===== config.mk =====
export PLATFORM = sky130hd
export DESIGN_NAME = current_power_averager
export DESIGN_NICKNAME = d
export VERILOG_FILES = /design/src/hdl/avg_pkg.sv /design/src/hdl/calc_if.sv /design/src/hdl/power_calc.sv /design/src/hdl/current_power_averager.sv
export SDC_FILE = /design/constraint.sdc
export NUM_CORES = 2
export LEC_CHECK = 0
export BUFFER_PORTS_ARGS = -buffer_cell sky130_fd_sc_hd__clkbuf_2
export CAP_MARGIN = 20
export CORE_ASPECT_RATIO = 0.8
export CORE_MARGIN = 3
export CORE_UTILIZATION = 40
export DETAILED_ROUTE_END_ITERATION = 12
export PLACE_DENSITY = 0.67
export SYNTH_ARGS = -nofsm -noshare
export SYNTH_HDL_FRONTEND = slang
export SYNTH_SLANG_ARGS = --single-unit

===== constraint.sdc =====
create_clock -name clock -period 19.8 [get_ports clock]
set_clock_uncertainty 0.1 [all_clocks]
set_input_delay 3.96 -clock clock [delete_from_list [all_inputs] [get_ports clock]]
set_output_delay 3.96 -clock clock [all_outputs]
set_load 0.05 [all_outputs]

===== src/hdl/avg_pkg.sv =====
// Purpose: Constants, types and decode helpers for the current and power averager.
// Assumes: Samples arrive as one-cycle valid strobes from the converter sequencer.
// Notes: Averaging counts are powers of two, so the final division is a shift.
//
// How it works
// - A calculation starts only once both a shunt and a bus sample of the pair are held.
// - Power is the magnitude of the newest computed current times the bus sample of the same pair.
// - A calibration value of zero forces the power result to zero.
// - With an averaging count above one, results go to the accumulator, not the outputs.
// - Each computed current and power is added to the accumulator until the run is done.
// - When the run completes, the averaged current and power load the output registers.
// - Arithmetic runs in a fixed pipeline beside conversions and never holds off a sample.
// - The outputs need no framing from the host, so a chip select held low still works.
// - Averaging counts from 1 to 1024 apply the same to current and power.
// - Outputs hold until the next complete result, and reading them changes nothing.

package avg_pkg;

  localparam int SAMPLE_W = 16;
  localparam int CAL_W = 15;
  localparam int CUR_SHIFT = 11;
  localparam int POW_W = 32;
  localparam int AVG_SEL_W = 3;
  localparam int MAX_SHIFT = 10;
  localparam int SHIFT_W = 4;
  localparam int CNT_W = 11;
  localparam int CALC_LATENCY = 2;
  localparam int ACC_CUR_W = SAMPLE_W + MAX_SHIFT;
  localparam int ACC_POW_W = POW_W + MAX_SHIFT;
  localparam logic [SHIFT_W-1:0] SHIFT_RESET = 4'h0;
  localparam logic [CNT_W-1:0] CNT_RESET = 11'h000;

  // ---------------------------------------------------------------
  // Run state, one-hot
  // ---------------------------------------------------------------
  typedef enum logic [1:0] {
    ST_FIRST = 2'b01,
    ST_RUN = 2'b10
  } run_state_t;

  // ---------------------------------------------------------------
  // Averaging select to log2 of the count
  // ---------------------------------------------------------------
  function automatic logic [SHIFT_W-1:0] avg_shift_of(input logic [AVG_SEL_W-1:0] sel);
    case (sel)
      3'h0: avg_shift_of = 4'h0;
      3'h1: avg_shift_of = 4'h2;
      3'h2: avg_shift_of = 4'h4;
      3'h3: avg_shift_of = 4'h6;
      3'h4: avg_shift_of = 4'h7;
      3'h5: avg_shift_of = 4'h8;
      3'h6: avg_shift_of = 4'h9;
      default: avg_shift_of = 4'ha;
    endcase
  endfunction : avg_shift_of

endpackage : avg_pkg


===== src/hdl/calc_if.sv =====
// Purpose: Carries one calculation request and its result between engine and arithmetic.
// Assumes: One clock domain.
// Notes: The result follows the request by a fixed latency.
`timescale 1ns/10ps
`default_nettype none

interface calc_if;
  logic start;
  logic signed [avg_pkg::SAMPLE_W-1:0] shunt;
  logic [avg_pkg::SAMPLE_W-1:0] bus;
  logic [avg_pkg::CAL_W-1:0] cal;
  logic done;
  logic signed [avg_pkg::SAMPLE_W-1:0] current;
  logic [avg_pkg::POW_W-1:0] power;

  modport engine (output start, output shunt, output bus, output cal,
                  input done, input current, input power);
  modport calc (input start, input shunt, input bus, input cal,
                output done, output current, output power);
endinterface : calc_if

`default_nettype wire


===== src/hdl/power_calc.sv =====
// Purpose: Two-stage pipeline computing current, then power from that current.
// Assumes: Reset is already synchronised by the caller.
// Notes: Accepts a request every cycle, so it never stalls the sequencer.
`timescale 1ns/10ps
`default_nettype none

module power_calc (
  input wire logic clock,
  input wire logic rst_b,
  calc_if.calc ifc
);

  logic signed [avg_pkg::SAMPLE_W-1:0] cur1_ff, nxt_cur1;
  logic [avg_pkg::SAMPLE_W-1:0] bus1_ff, nxt_bus1;
  logic zero1_ff, nxt_zero1;
  logic v1_ff, nxt_v1;
  logic signed [avg_pkg::SAMPLE_W-1:0] current_ff, nxt_current;
  logic [avg_pkg::POW_W-1:0] power_ff, nxt_power;
  logic done_ff, nxt_done;
  logic signed [2*avg_pkg::SAMPLE_W-1:0] prod;
  logic [avg_pkg::SAMPLE_W-1:0] mag;

  // ---------------------------------------------------------------
  // Next values
  // ---------------------------------------------------------------
  always_comb begin
    prod = ifc.shunt * $signed({1'b0, ifc.cal});
    nxt_cur1 = prod[avg_pkg::CUR_SHIFT+avg_pkg::SAMPLE_W-1:avg_pkg::CUR_SHIFT];
    nxt_bus1 = ifc.bus;
    nxt_zero1 = (ifc.cal == '0);
    nxt_v1 = ifc.start;
    mag = cur1_ff[avg_pkg::SAMPLE_W-1] ? 16'(-cur1_ff) : 16'(cur1_ff);
    // Stage two multiplies the current just formed by the bus sample of the same pair
    nxt_power = zero1_ff ? '0 : 32'(mag) * 32'(bus1_ff);
    nxt_current = cur1_ff;
    nxt_done = v1_ff;
  end

  always_ff @(posedge clock or negedge rst_b) begin
    if (!rst_b) begin
      cur1_ff <= '0;
      bus1_ff <= '0;
      zero1_ff <= 1'b0;
      v1_ff <= 1'b0;
      current_ff <= '0;
      power_ff <= '0;
      done_ff <= 1'b0;
    end else begin
      cur1_ff <= nxt_cur1;
      bus1_ff <= nxt_bus1;
      zero1_ff <= nxt_zero1;
      v1_ff <= nxt_v1;
      current_ff <= nxt_current;
      power_ff <= nxt_power;
      done_ff <= nxt_done;
    end
  end

  assign ifc.done = done_ff;
  assign ifc.current = current_ff;
  assign ifc.power = power_ff;
endmodule : power_calc

`default_nettype wire


===== src/hdl/current_power_averager.sv =====
// Purpose: Pairs samples, runs the arithmetic and averages current and power.
// Assumes: shunt_cal and avg_sel are steady register values from the host side.
// Notes: avg_sel is taken at the first result of a run and held for that run.
`timescale 1ns/10ps
`default_nettype none

module current_power_averager (
  input wire logic clock,
  input wire logic rst_b,
  input wire logic shunt_valid,
  input wire logic signed [avg_pkg::SAMPLE_W-1:0] shunt_data,
  input wire logic bus_valid,
  input wire logic [avg_pkg::SAMPLE_W-1:0] bus_data,
  input wire logic [avg_pkg::CAL_W-1:0] shunt_cal,
  input wire logic [avg_pkg::AVG_SEL_W-1:0] avg_sel,
  output logic signed [avg_pkg::SAMPLE_W-1:0] current_avg,
  output logic [avg_pkg::POW_W-1:0] power_avg,
  output logic result_valid
);

  // ---------------------------------------------------------------
  // Reset release
  // ---------------------------------------------------------------
  logic rst_meta_ff, rst_sync_ff;

  always_ff @(posedge clock or negedge rst_b) begin
    if (!rst_b) begin
      rst_meta_ff <= 1'b0;
      rst_sync_ff <= 1'b0;
    end else begin
      rst_meta_ff <= 1'b1;
      rst_sync_ff <= rst_meta_ff;
    end
  end

  // ---------------------------------------------------------------
  // Sample pairing
  // ---------------------------------------------------------------
  calc_if ifc ();

  logic have_shunt_ff, nxt_have_shunt;
  logic have_bus_ff, nxt_have_bus;
  logic signed [avg_pkg::SAMPLE_W-1:0] shunt_ff, nxt_shunt;
  logic [avg_pkg::SAMPLE_W-1:0] bus_ff, nxt_bus;
  logic start;

  always_comb begin
    start = have_shunt_ff && have_bus_ff;
    nxt_have_shunt = have_shunt_ff && !start;
    nxt_have_bus = have_bus_ff && !start;
    nxt_shunt = shunt_ff;
    nxt_bus = bus_ff;
    // A sample landing on the start cycle is kept for the next pair
    if (shunt_valid) begin
      nxt_have_shunt = 1'b1;
      nxt_shunt = shunt_data;
    end
    if (bus_valid) begin
      nxt_have_bus = 1'b1;
      nxt_bus = bus_data;
    end
  end

  always_ff @(posedge clock or negedge rst_sync_ff) begin
    if (!rst_sync_ff) begin
      have_shunt_ff <= 1'b0;
      have_bus_ff <= 1'b0;
      shunt_ff <= '0;
      bus_ff <= '0;
    end else begin
      have_shunt_ff <= nxt_have_shunt;
      have_bus_ff <= nxt_have_bus;
      shunt_ff <= nxt_shunt;
      bus_ff <= nxt_bus;
    end
  end

  assign ifc.start = start;
  assign ifc.shunt = shunt_ff;
  assign ifc.bus = bus_ff;
  assign ifc.cal = shunt_cal;

  power_calc u_calc (
    .clock(clock),
    .rst_b(rst_sync_ff),
    .ifc(ifc.calc)
  );

  // ---------------------------------------------------------------
  // Averaging
  // ---------------------------------------------------------------
  avg_pkg::run_state_t state_ff, nxt_state;
  logic [avg_pkg::CNT_W-1:0] count_ff, nxt_count, cnt_now, run_len;
  logic [avg_pkg::SHIFT_W-1:0] shift_ff, nxt_shift, shift_now;
  logic signed [avg_pkg::ACC_CUR_W-1:0] acc_cur_ff, nxt_acc_cur, sum_cur, cur_ext, cur_div;
  logic [avg_pkg::ACC_POW_W-1:0] acc_pow_ff, nxt_acc_pow, sum_pow, pow_ext, pow_div;
  logic signed [avg_pkg::SAMPLE_W-1:0] current_avg_ff, nxt_current_avg;
  logic [avg_pkg::POW_W-1:0] power_avg_ff, nxt_power_avg;
  logic result_valid_ff, nxt_result_valid;
  logic first, last;

  always_comb begin
    first = (state_ff == avg_pkg::ST_FIRST);
    shift_now = first ? avg_pkg::avg_shift_of(avg_sel) : shift_ff;
    cnt_now = first ? avg_pkg::CNT_RESET : count_ff;
    run_len = avg_pkg::CNT_W'(1) << shift_now;
    last = (cnt_now == run_len - avg_pkg::CNT_W'(1));
    cur_ext = avg_pkg::ACC_CUR_W'(ifc.current);
    pow_ext = avg_pkg::ACC_POW_W'(ifc.power);
    // A new run starts from the fresh value, which clears the sums
    sum_cur = first ? cur_ext : acc_cur_ff + cur_ext;
    sum_pow = first ? pow_ext : acc_pow_ff + pow_ext;
    // Power-of-two counts let a shift stand in for a divider
    cur_div = sum_cur >>> shift_now;
    pow_div = sum_pow >> shift_now;
    nxt_state = state_ff;
    nxt_count = count_ff;
    nxt_shift = shift_ff;
    nxt_acc_cur = acc_cur_ff;
    nxt_acc_pow = acc_pow_ff;
    nxt_current_avg = current_avg_ff;
    nxt_power_avg = power_avg_ff;
    nxt_result_valid = 1'b0;
    if (ifc.done) begin
      nxt_shift = shift_now;
      nxt_acc_cur = sum_cur;
      nxt_acc_pow = sum_pow;
      if (last) begin
        nxt_current_avg = cur_div[avg_pkg::SAMPLE_W-1:0];
        nxt_power_avg = pow_div[avg_pkg::POW_W-1:0];
        nxt_result_valid = 1'b1;
        nxt_state = avg_pkg::ST_FIRST;
        nxt_count = avg_pkg::CNT_RESET;
      end else begin
        nxt_state = avg_pkg::ST_RUN;
        nxt_count = cnt_now + avg_pkg::CNT_W'(1);
      end
    end
  end

  always_ff @(posedge clock or negedge rst_sync_ff) begin
    if (!rst_sync_ff) begin
      state_ff <= avg_pkg::ST_FIRST;
      count_ff <= avg_pkg::CNT_RESET;
      shift_ff <= avg_pkg::SHIFT_RESET;
      acc_cur_ff <= '0;
      acc_pow_ff <= '0;
      current_avg_ff <= '0;
      power_avg_ff <= '0;
      result_valid_ff <= 1'b0;
    end else begin
      state_ff <= nxt_state;
      count_ff <= nxt_count;
      shift_ff <= nxt_shift;
      acc_cur_ff <= nxt_acc_cur;
      acc_pow_ff <= nxt_acc_pow;
      current_avg_ff <= nxt_current_avg;
      power_avg_ff <= nxt_power_avg;
      result_valid_ff <= nxt_result_valid;
    end
  end

  // Plain held registers: no read strobe or framing exists to disturb them
  assign current_avg = current_avg_ff;
  assign power_avg = power_avg_ff;
  assign result_valid = result_valid_ff;
endmodule : current_power_averager

`default_nettype wire


* Yosys cells after proc, flatten, opt, wreduce, memory -nomap -nowiden *
Index checks and enable logic that the tools add are counted.

operators by class
  bitwise operators = 0
  add/subtract/negate cells = 5
  shifts and indexed selects = 3
  divide/modulo/power cells = 0
  reduce and logical (&&, ||, !) cells = 7
  multiply operators = 2
  equality and inequality tests = 8
  muxes and demuxes = 13
  magnitude comparators = 0

operators by type and width
  cell                                                                   number
  42-bit by 32-bit adder with 42-bit output                              1
  42-bit two-way mux                                                     1
  42-bit by 4-bit right shift with 32-bit output                         1
  16-bit by 16-bit multiplier with 32-bit output                         1
  32-bit two-way mux                                                     1
  4-bit case mux with 7 select lines                                     1
  16-bit by 16-bit multiplier with 27-bit output                         1
  26-bit by 16-bit adder with 26-bit output                              1
  26-bit two-way mux                                                     1
  26-bit by 4-bit >>> shifter with 16-bit output                         1
  11-bit two-way mux                                                     2
  16-bit two-way mux                                                     1
  16-bit negator                                                         1
  15-bit zero test                                                       1
  11-bit by 1-bit adder with 11-bit output (second input constant)       1
  11-bit == test                                                         1
  1-bit by 4-bit << shifter with 11-bit output (first input constant)    1
  11-bit by 1-bit subtractor with 11-bit output (second input constant)  1
  3-bit == test (second input constant)                                  3
  3-bit by 2-bit == test with 1-bit output (second input constant)       2
  1-bit two-way mux                                                      4
  4-bit two-way mux                                                      1
  3-bit by 1-bit == test with 1-bit output (second input constant)       1
  1-bit logical AND                                                      3
  5 further kinds                                                        5

storage, ports and cells
  RAM bits = 0
  memories kept = 0
  register bits = 253
  logic and storage cells = 59
  bits in read-only memories = 0
  bits of input ports = 54
  latch bits = 0

* Longest topological paths before layout *
  word-level depth = 8
  mapped depth = 33

* Hierarchy *
From an unflattened synthesis, not the netlist that was laid out.

second synthesis, totals
  cell total of the unflattened synthesis = 3995
  area, all modules = 34274.1 um2

modules (own cells, without submodules)
  module                  instances  cells an instance  seq. area each (um2)  area each (um2)
  power_calc              1          1993               2077.0                18721.7
  current_power_averager  1          2002               4255.3                15552.4

* Worst setup path after synthesis *
OpenSTA, ideal clock, no wires.

  kind = input port to flip-flop
  start = input shunt_cal[4] (netlist name)
  end = register u_calc.cur1_ff[15] (netlist name)
  setup time = 125 ps
  setup slack = 10121 ps
  cell stages on the path = 24
  arrival = 9454 ps
  data required time = 19575 ps
  cells stage by stage = clkbuf_1 -> clkbuf_1 -> nand2_1 -> fa_1 -> inv_1 -> fa_1 -> inv_1 -> fa_1 -> fa_1 -> inv_1 -> fa_1 -> inv_1 -> fa_1 -> inv_1 -> ha_1 -> o21ai_0 -> a32oi_1 -> a31oi_1 -> or3b_2 -> a31oi_1 -> o21ai_0 -> nand2b_1 -> a21oi_1 -> xnor2_1

between the ends
  word-level cells in the longest chain between the ends = 1

ends and longest elaborated chain
  what                                            line                          text
  start, declared                                 current_power_averager.sv:14  input wire logic [avg_pkg::CAL_W-1:0] shunt_cal,
  16-bit by 16-bit multiplier with 27-bit output  power_calc.sv:27              prod = ifc.shunt * $signed({1'b0, ifc.cal});
  named net u_calc.prod, one bit                  power_calc.sv:20              logic signed [2*avg_pkg::SAMPLE_W-1:0] prod;
  end signal, assigned                            power_calc.sv:49              cur1_ff <= nxt_cur1;
  end, declared                                   power_calc.sv:13              logic signed [avg_pkg::SAMPLE_W-1:0] cur1_ff, nxt_cur1;

The timed path passes the listed nets, and every way through them passes these cells.
A chain may end at the register's enable or synchronous reset.

* Final worst setup path *
  start = input shunt_cal[1] (netlist name)
  end = register u_calc.cur1_ff[11] (netlist name)

The elaborated chain is that of the path after synthesis.

==> run metrics <==
status complete, no violations; Starting Density 0.406; DR iter-0 viols 2218; Syn Nets 4601; most area-consuming cells after synthesis fa_1 (24%), dfrtp_1 (19%), ha_1 (8.6%), inv_1 (5.8%), nand2_1 (5.5%); minimum hold slack 0.244 ns; Finished Core Util 0.437; Post-Synthesis Cells 3912; cts bufs inserted 31; reg-to-reg slack, setup 11.32 ns; post-CTS setup buffers 0; share of the clock period used by the worst path 0.477; post-route ant nets 0; first-pass GRT wire length 152000 µm; CP Class input port to flop; DRC viols 0; critical path arrival 9.89 ns; syn avg cell area 8.60 µm²; met3 Use GR 0.0487; top_reg_cell synth dfrtp_1; Seq/Total Area, Yosys 0.188; Crit. End Element flop; largest net degree at the start of global routing 79; Max clock buf depth 3; Synth cell types 86; Via density 5.54; TNS Setup 0 ns; GR peak layer met2; Avg WL per Cell 18.5 µm; Final HPWL DP 69800 µm; P&R area growth vs syn 7.50%; I/O pin cnt 103; max-cap violation count 0; share of cells above drive strength 1 0.0788; Critical Path RT 20.25 ns; RSZ-0062 raised after global routing no; H-Tree Depth 1; clock period minus worst slack 9.44 ns; Mapped Area 33600 µm²; Routability Congestion 0.922; remaining global-route overflow 0; EDFF count, synth 0; Clock Latency Late Sink 0.67 ns; chip height 265 µm; Post-synth ARST share 1.00; Setup-failing EPs final 0; top-count cell post-synth inv_1; DRT Pass-1 Iters 6; Worst Tran Pin Value 1.06 ns; vias in the first global route 28000; R2R depth 26; post-cts hold buffer count 0; Final Net Count 4558; Die W 330 µm; Tightest Hold Check Type flop to flop; die area 87600 µm²; CP max FO 16; I/O Buffers 102; met1 Track Usage GR 0.301; root buf cell clkbuf_16; Core Region 82800 µm²; post-CTS sizing 0; Startpoint Class input port; routing usage on met2 0.333; Worst slew margin 0.286; WHS Path Cells 0; Yosys reg bits 253; ant diodes 0; Final Hold Fails 0; Commonest cells post-synth inv_1 (518), nand2_1 (496), fa_1 (403), and2_1 (259), dfrtp_1 (252); CTS tree yes; GRT Util Overall 0.213; wirelength, routed 92400 µm; routed via count 27700; fin. max-slew vios 0; Synth Warn # 0; share of the synthesized area in the top cell type 0.240; Synth area leader fa_1; FMAX 0.106 GHz; CTS sink count 253; row cnt 94; clock transition at the registers of the reported paths 0.06 ns; initial antenna violation count 2
## cell type report
type | instances | area, µm²
well taps | 1104 | 1380
fillers | 8132 | 46700
inverters | 519 | 1950
multi-input cells | 2924 | 24600
repair buffers | 140 | 800
clock inverters | 25 | 299
clock buffers | 33 | 793
flip-flops and latches | 253 | 6340
## per-stage QoR
stage	worst slack (ns)	instances	cell area (µm²)
floorplan	10.12	3912	33600
global placement	9.84	4939	35000
detailed placement	9.75	4939	35000
CTS	10.41	4997	36100
global route	10.06	4998	36100
finish	10.36	4998	36100
## kinds of logic after synthesis
logic type | after synthesis | share of synthesized area
xor gates and xnor gates | 109 | 0.0284
buffers and inverters | 735 | 0.0830
other | 1 | 0.000112
muxes | 127 | 0.0413
DFF | 253 | 0.188
AOI/OAI and AO/OA | 747 | 0.146
adders and majority gates | 635 | 0.326
and+or+nand+nor | 1305 | 0.186
## registers in the layout, indices dropped and copies added, names as in the netlist
signal / cells
current_avg: 16
count_ff: 11
rst_meta_ff: 1
u_calc.nxt_done: 1
u_calc.ifc.current: 16
acc_pow_ff: 42
have_shunt_ff: 1
bus_ff: 16
rst_sync_ff: 1
u_calc.zero1_ff: 1
shift_ff: 4
ifc.shunt: 16
power_avg: 32
state_ff: 2
acc_cur_ff: 26
u_calc.cur1_ff: 16
u_calc.ifc.power: 32
result_valid: 1
u_calc.bus1_ff: 16
have_bus_ff: 1
u_calc.ifc.done: 1
## placed cells by master, fill, tap and decap left out, types with 56 or more instances in the layout
| cell type | instances |
|---|---|
| inv_1 | 518 |
| nand2_1 | 496 |
| fa_1 | 403 |
| and2_1 | 259 |
| dfrtp_1 | 250 |
| ha_1 | 232 |
| nor2_1 | 225 |
| a21oi_1 | 186 |
| o21ai_0 | 142 |
| clkbuf_2 | 102 |
| nand3_1 | 86 |
| xnor2_1 | 81 |
| mux2_2 | 63 |
| mux2i_1 | 60 |
| o211ai_1 | 56 |
## critical path: stages
cell	delay, ns
clkbuf_2	0.26
and2_1	0.27
fa_1	0.53
inv_1	0.06
fa_1	0.53
inv_1	0.04
ha_1	0.18
fa_1	0.48
inv_1	0.05
fa_1	0.52
inv_1	0.05
fa_1	0.44
ha_1	0.30
a21o_1	0.16
a21o_1	0.17
a21oi_1	0.26
a32oi_1	0.16
a31oi_1	0.44
o21ai_0	0.19
o21a_1	0.19
nor2_1	0.14
nor2b_1	0.08
o21ai_0	0.22
o31a_1	0.18
## routing by layer
layer | part of all wire | wire length (µm) | up-vias
met3 | 0.081 | 7480 | 138
met2 | 0.45 | 41100 | 971
met5 | 0 | 0 | -
li1 | - | - | 12900
met4 | 0.025 | 2310 | 0
met1 | 0.45 | 41500 | 13700
## worst paths after layout
| kind | start | to |
|---|---|---|
| min reg2reg | bus_ff[1] | u_calc.bus1_ff[1] |
| max reg2reg | u_calc.cur1_ff[0] | u_calc.ifc.power[27] |
| min in group asynchronous | rst_sync_ff | acc_cur_ff[22] |
| max in group asynchronous | rst_b | rst_sync_ff |
| min | bus_ff[1] | u_calc.bus1_ff[1] |
| max | shunt_cal[1] | u_calc.cur1_ff[11] |
Power is left out: the tool's default activity adds up to more than one toggle a clock period on the data nets, which glitch-free logic cannot reach.
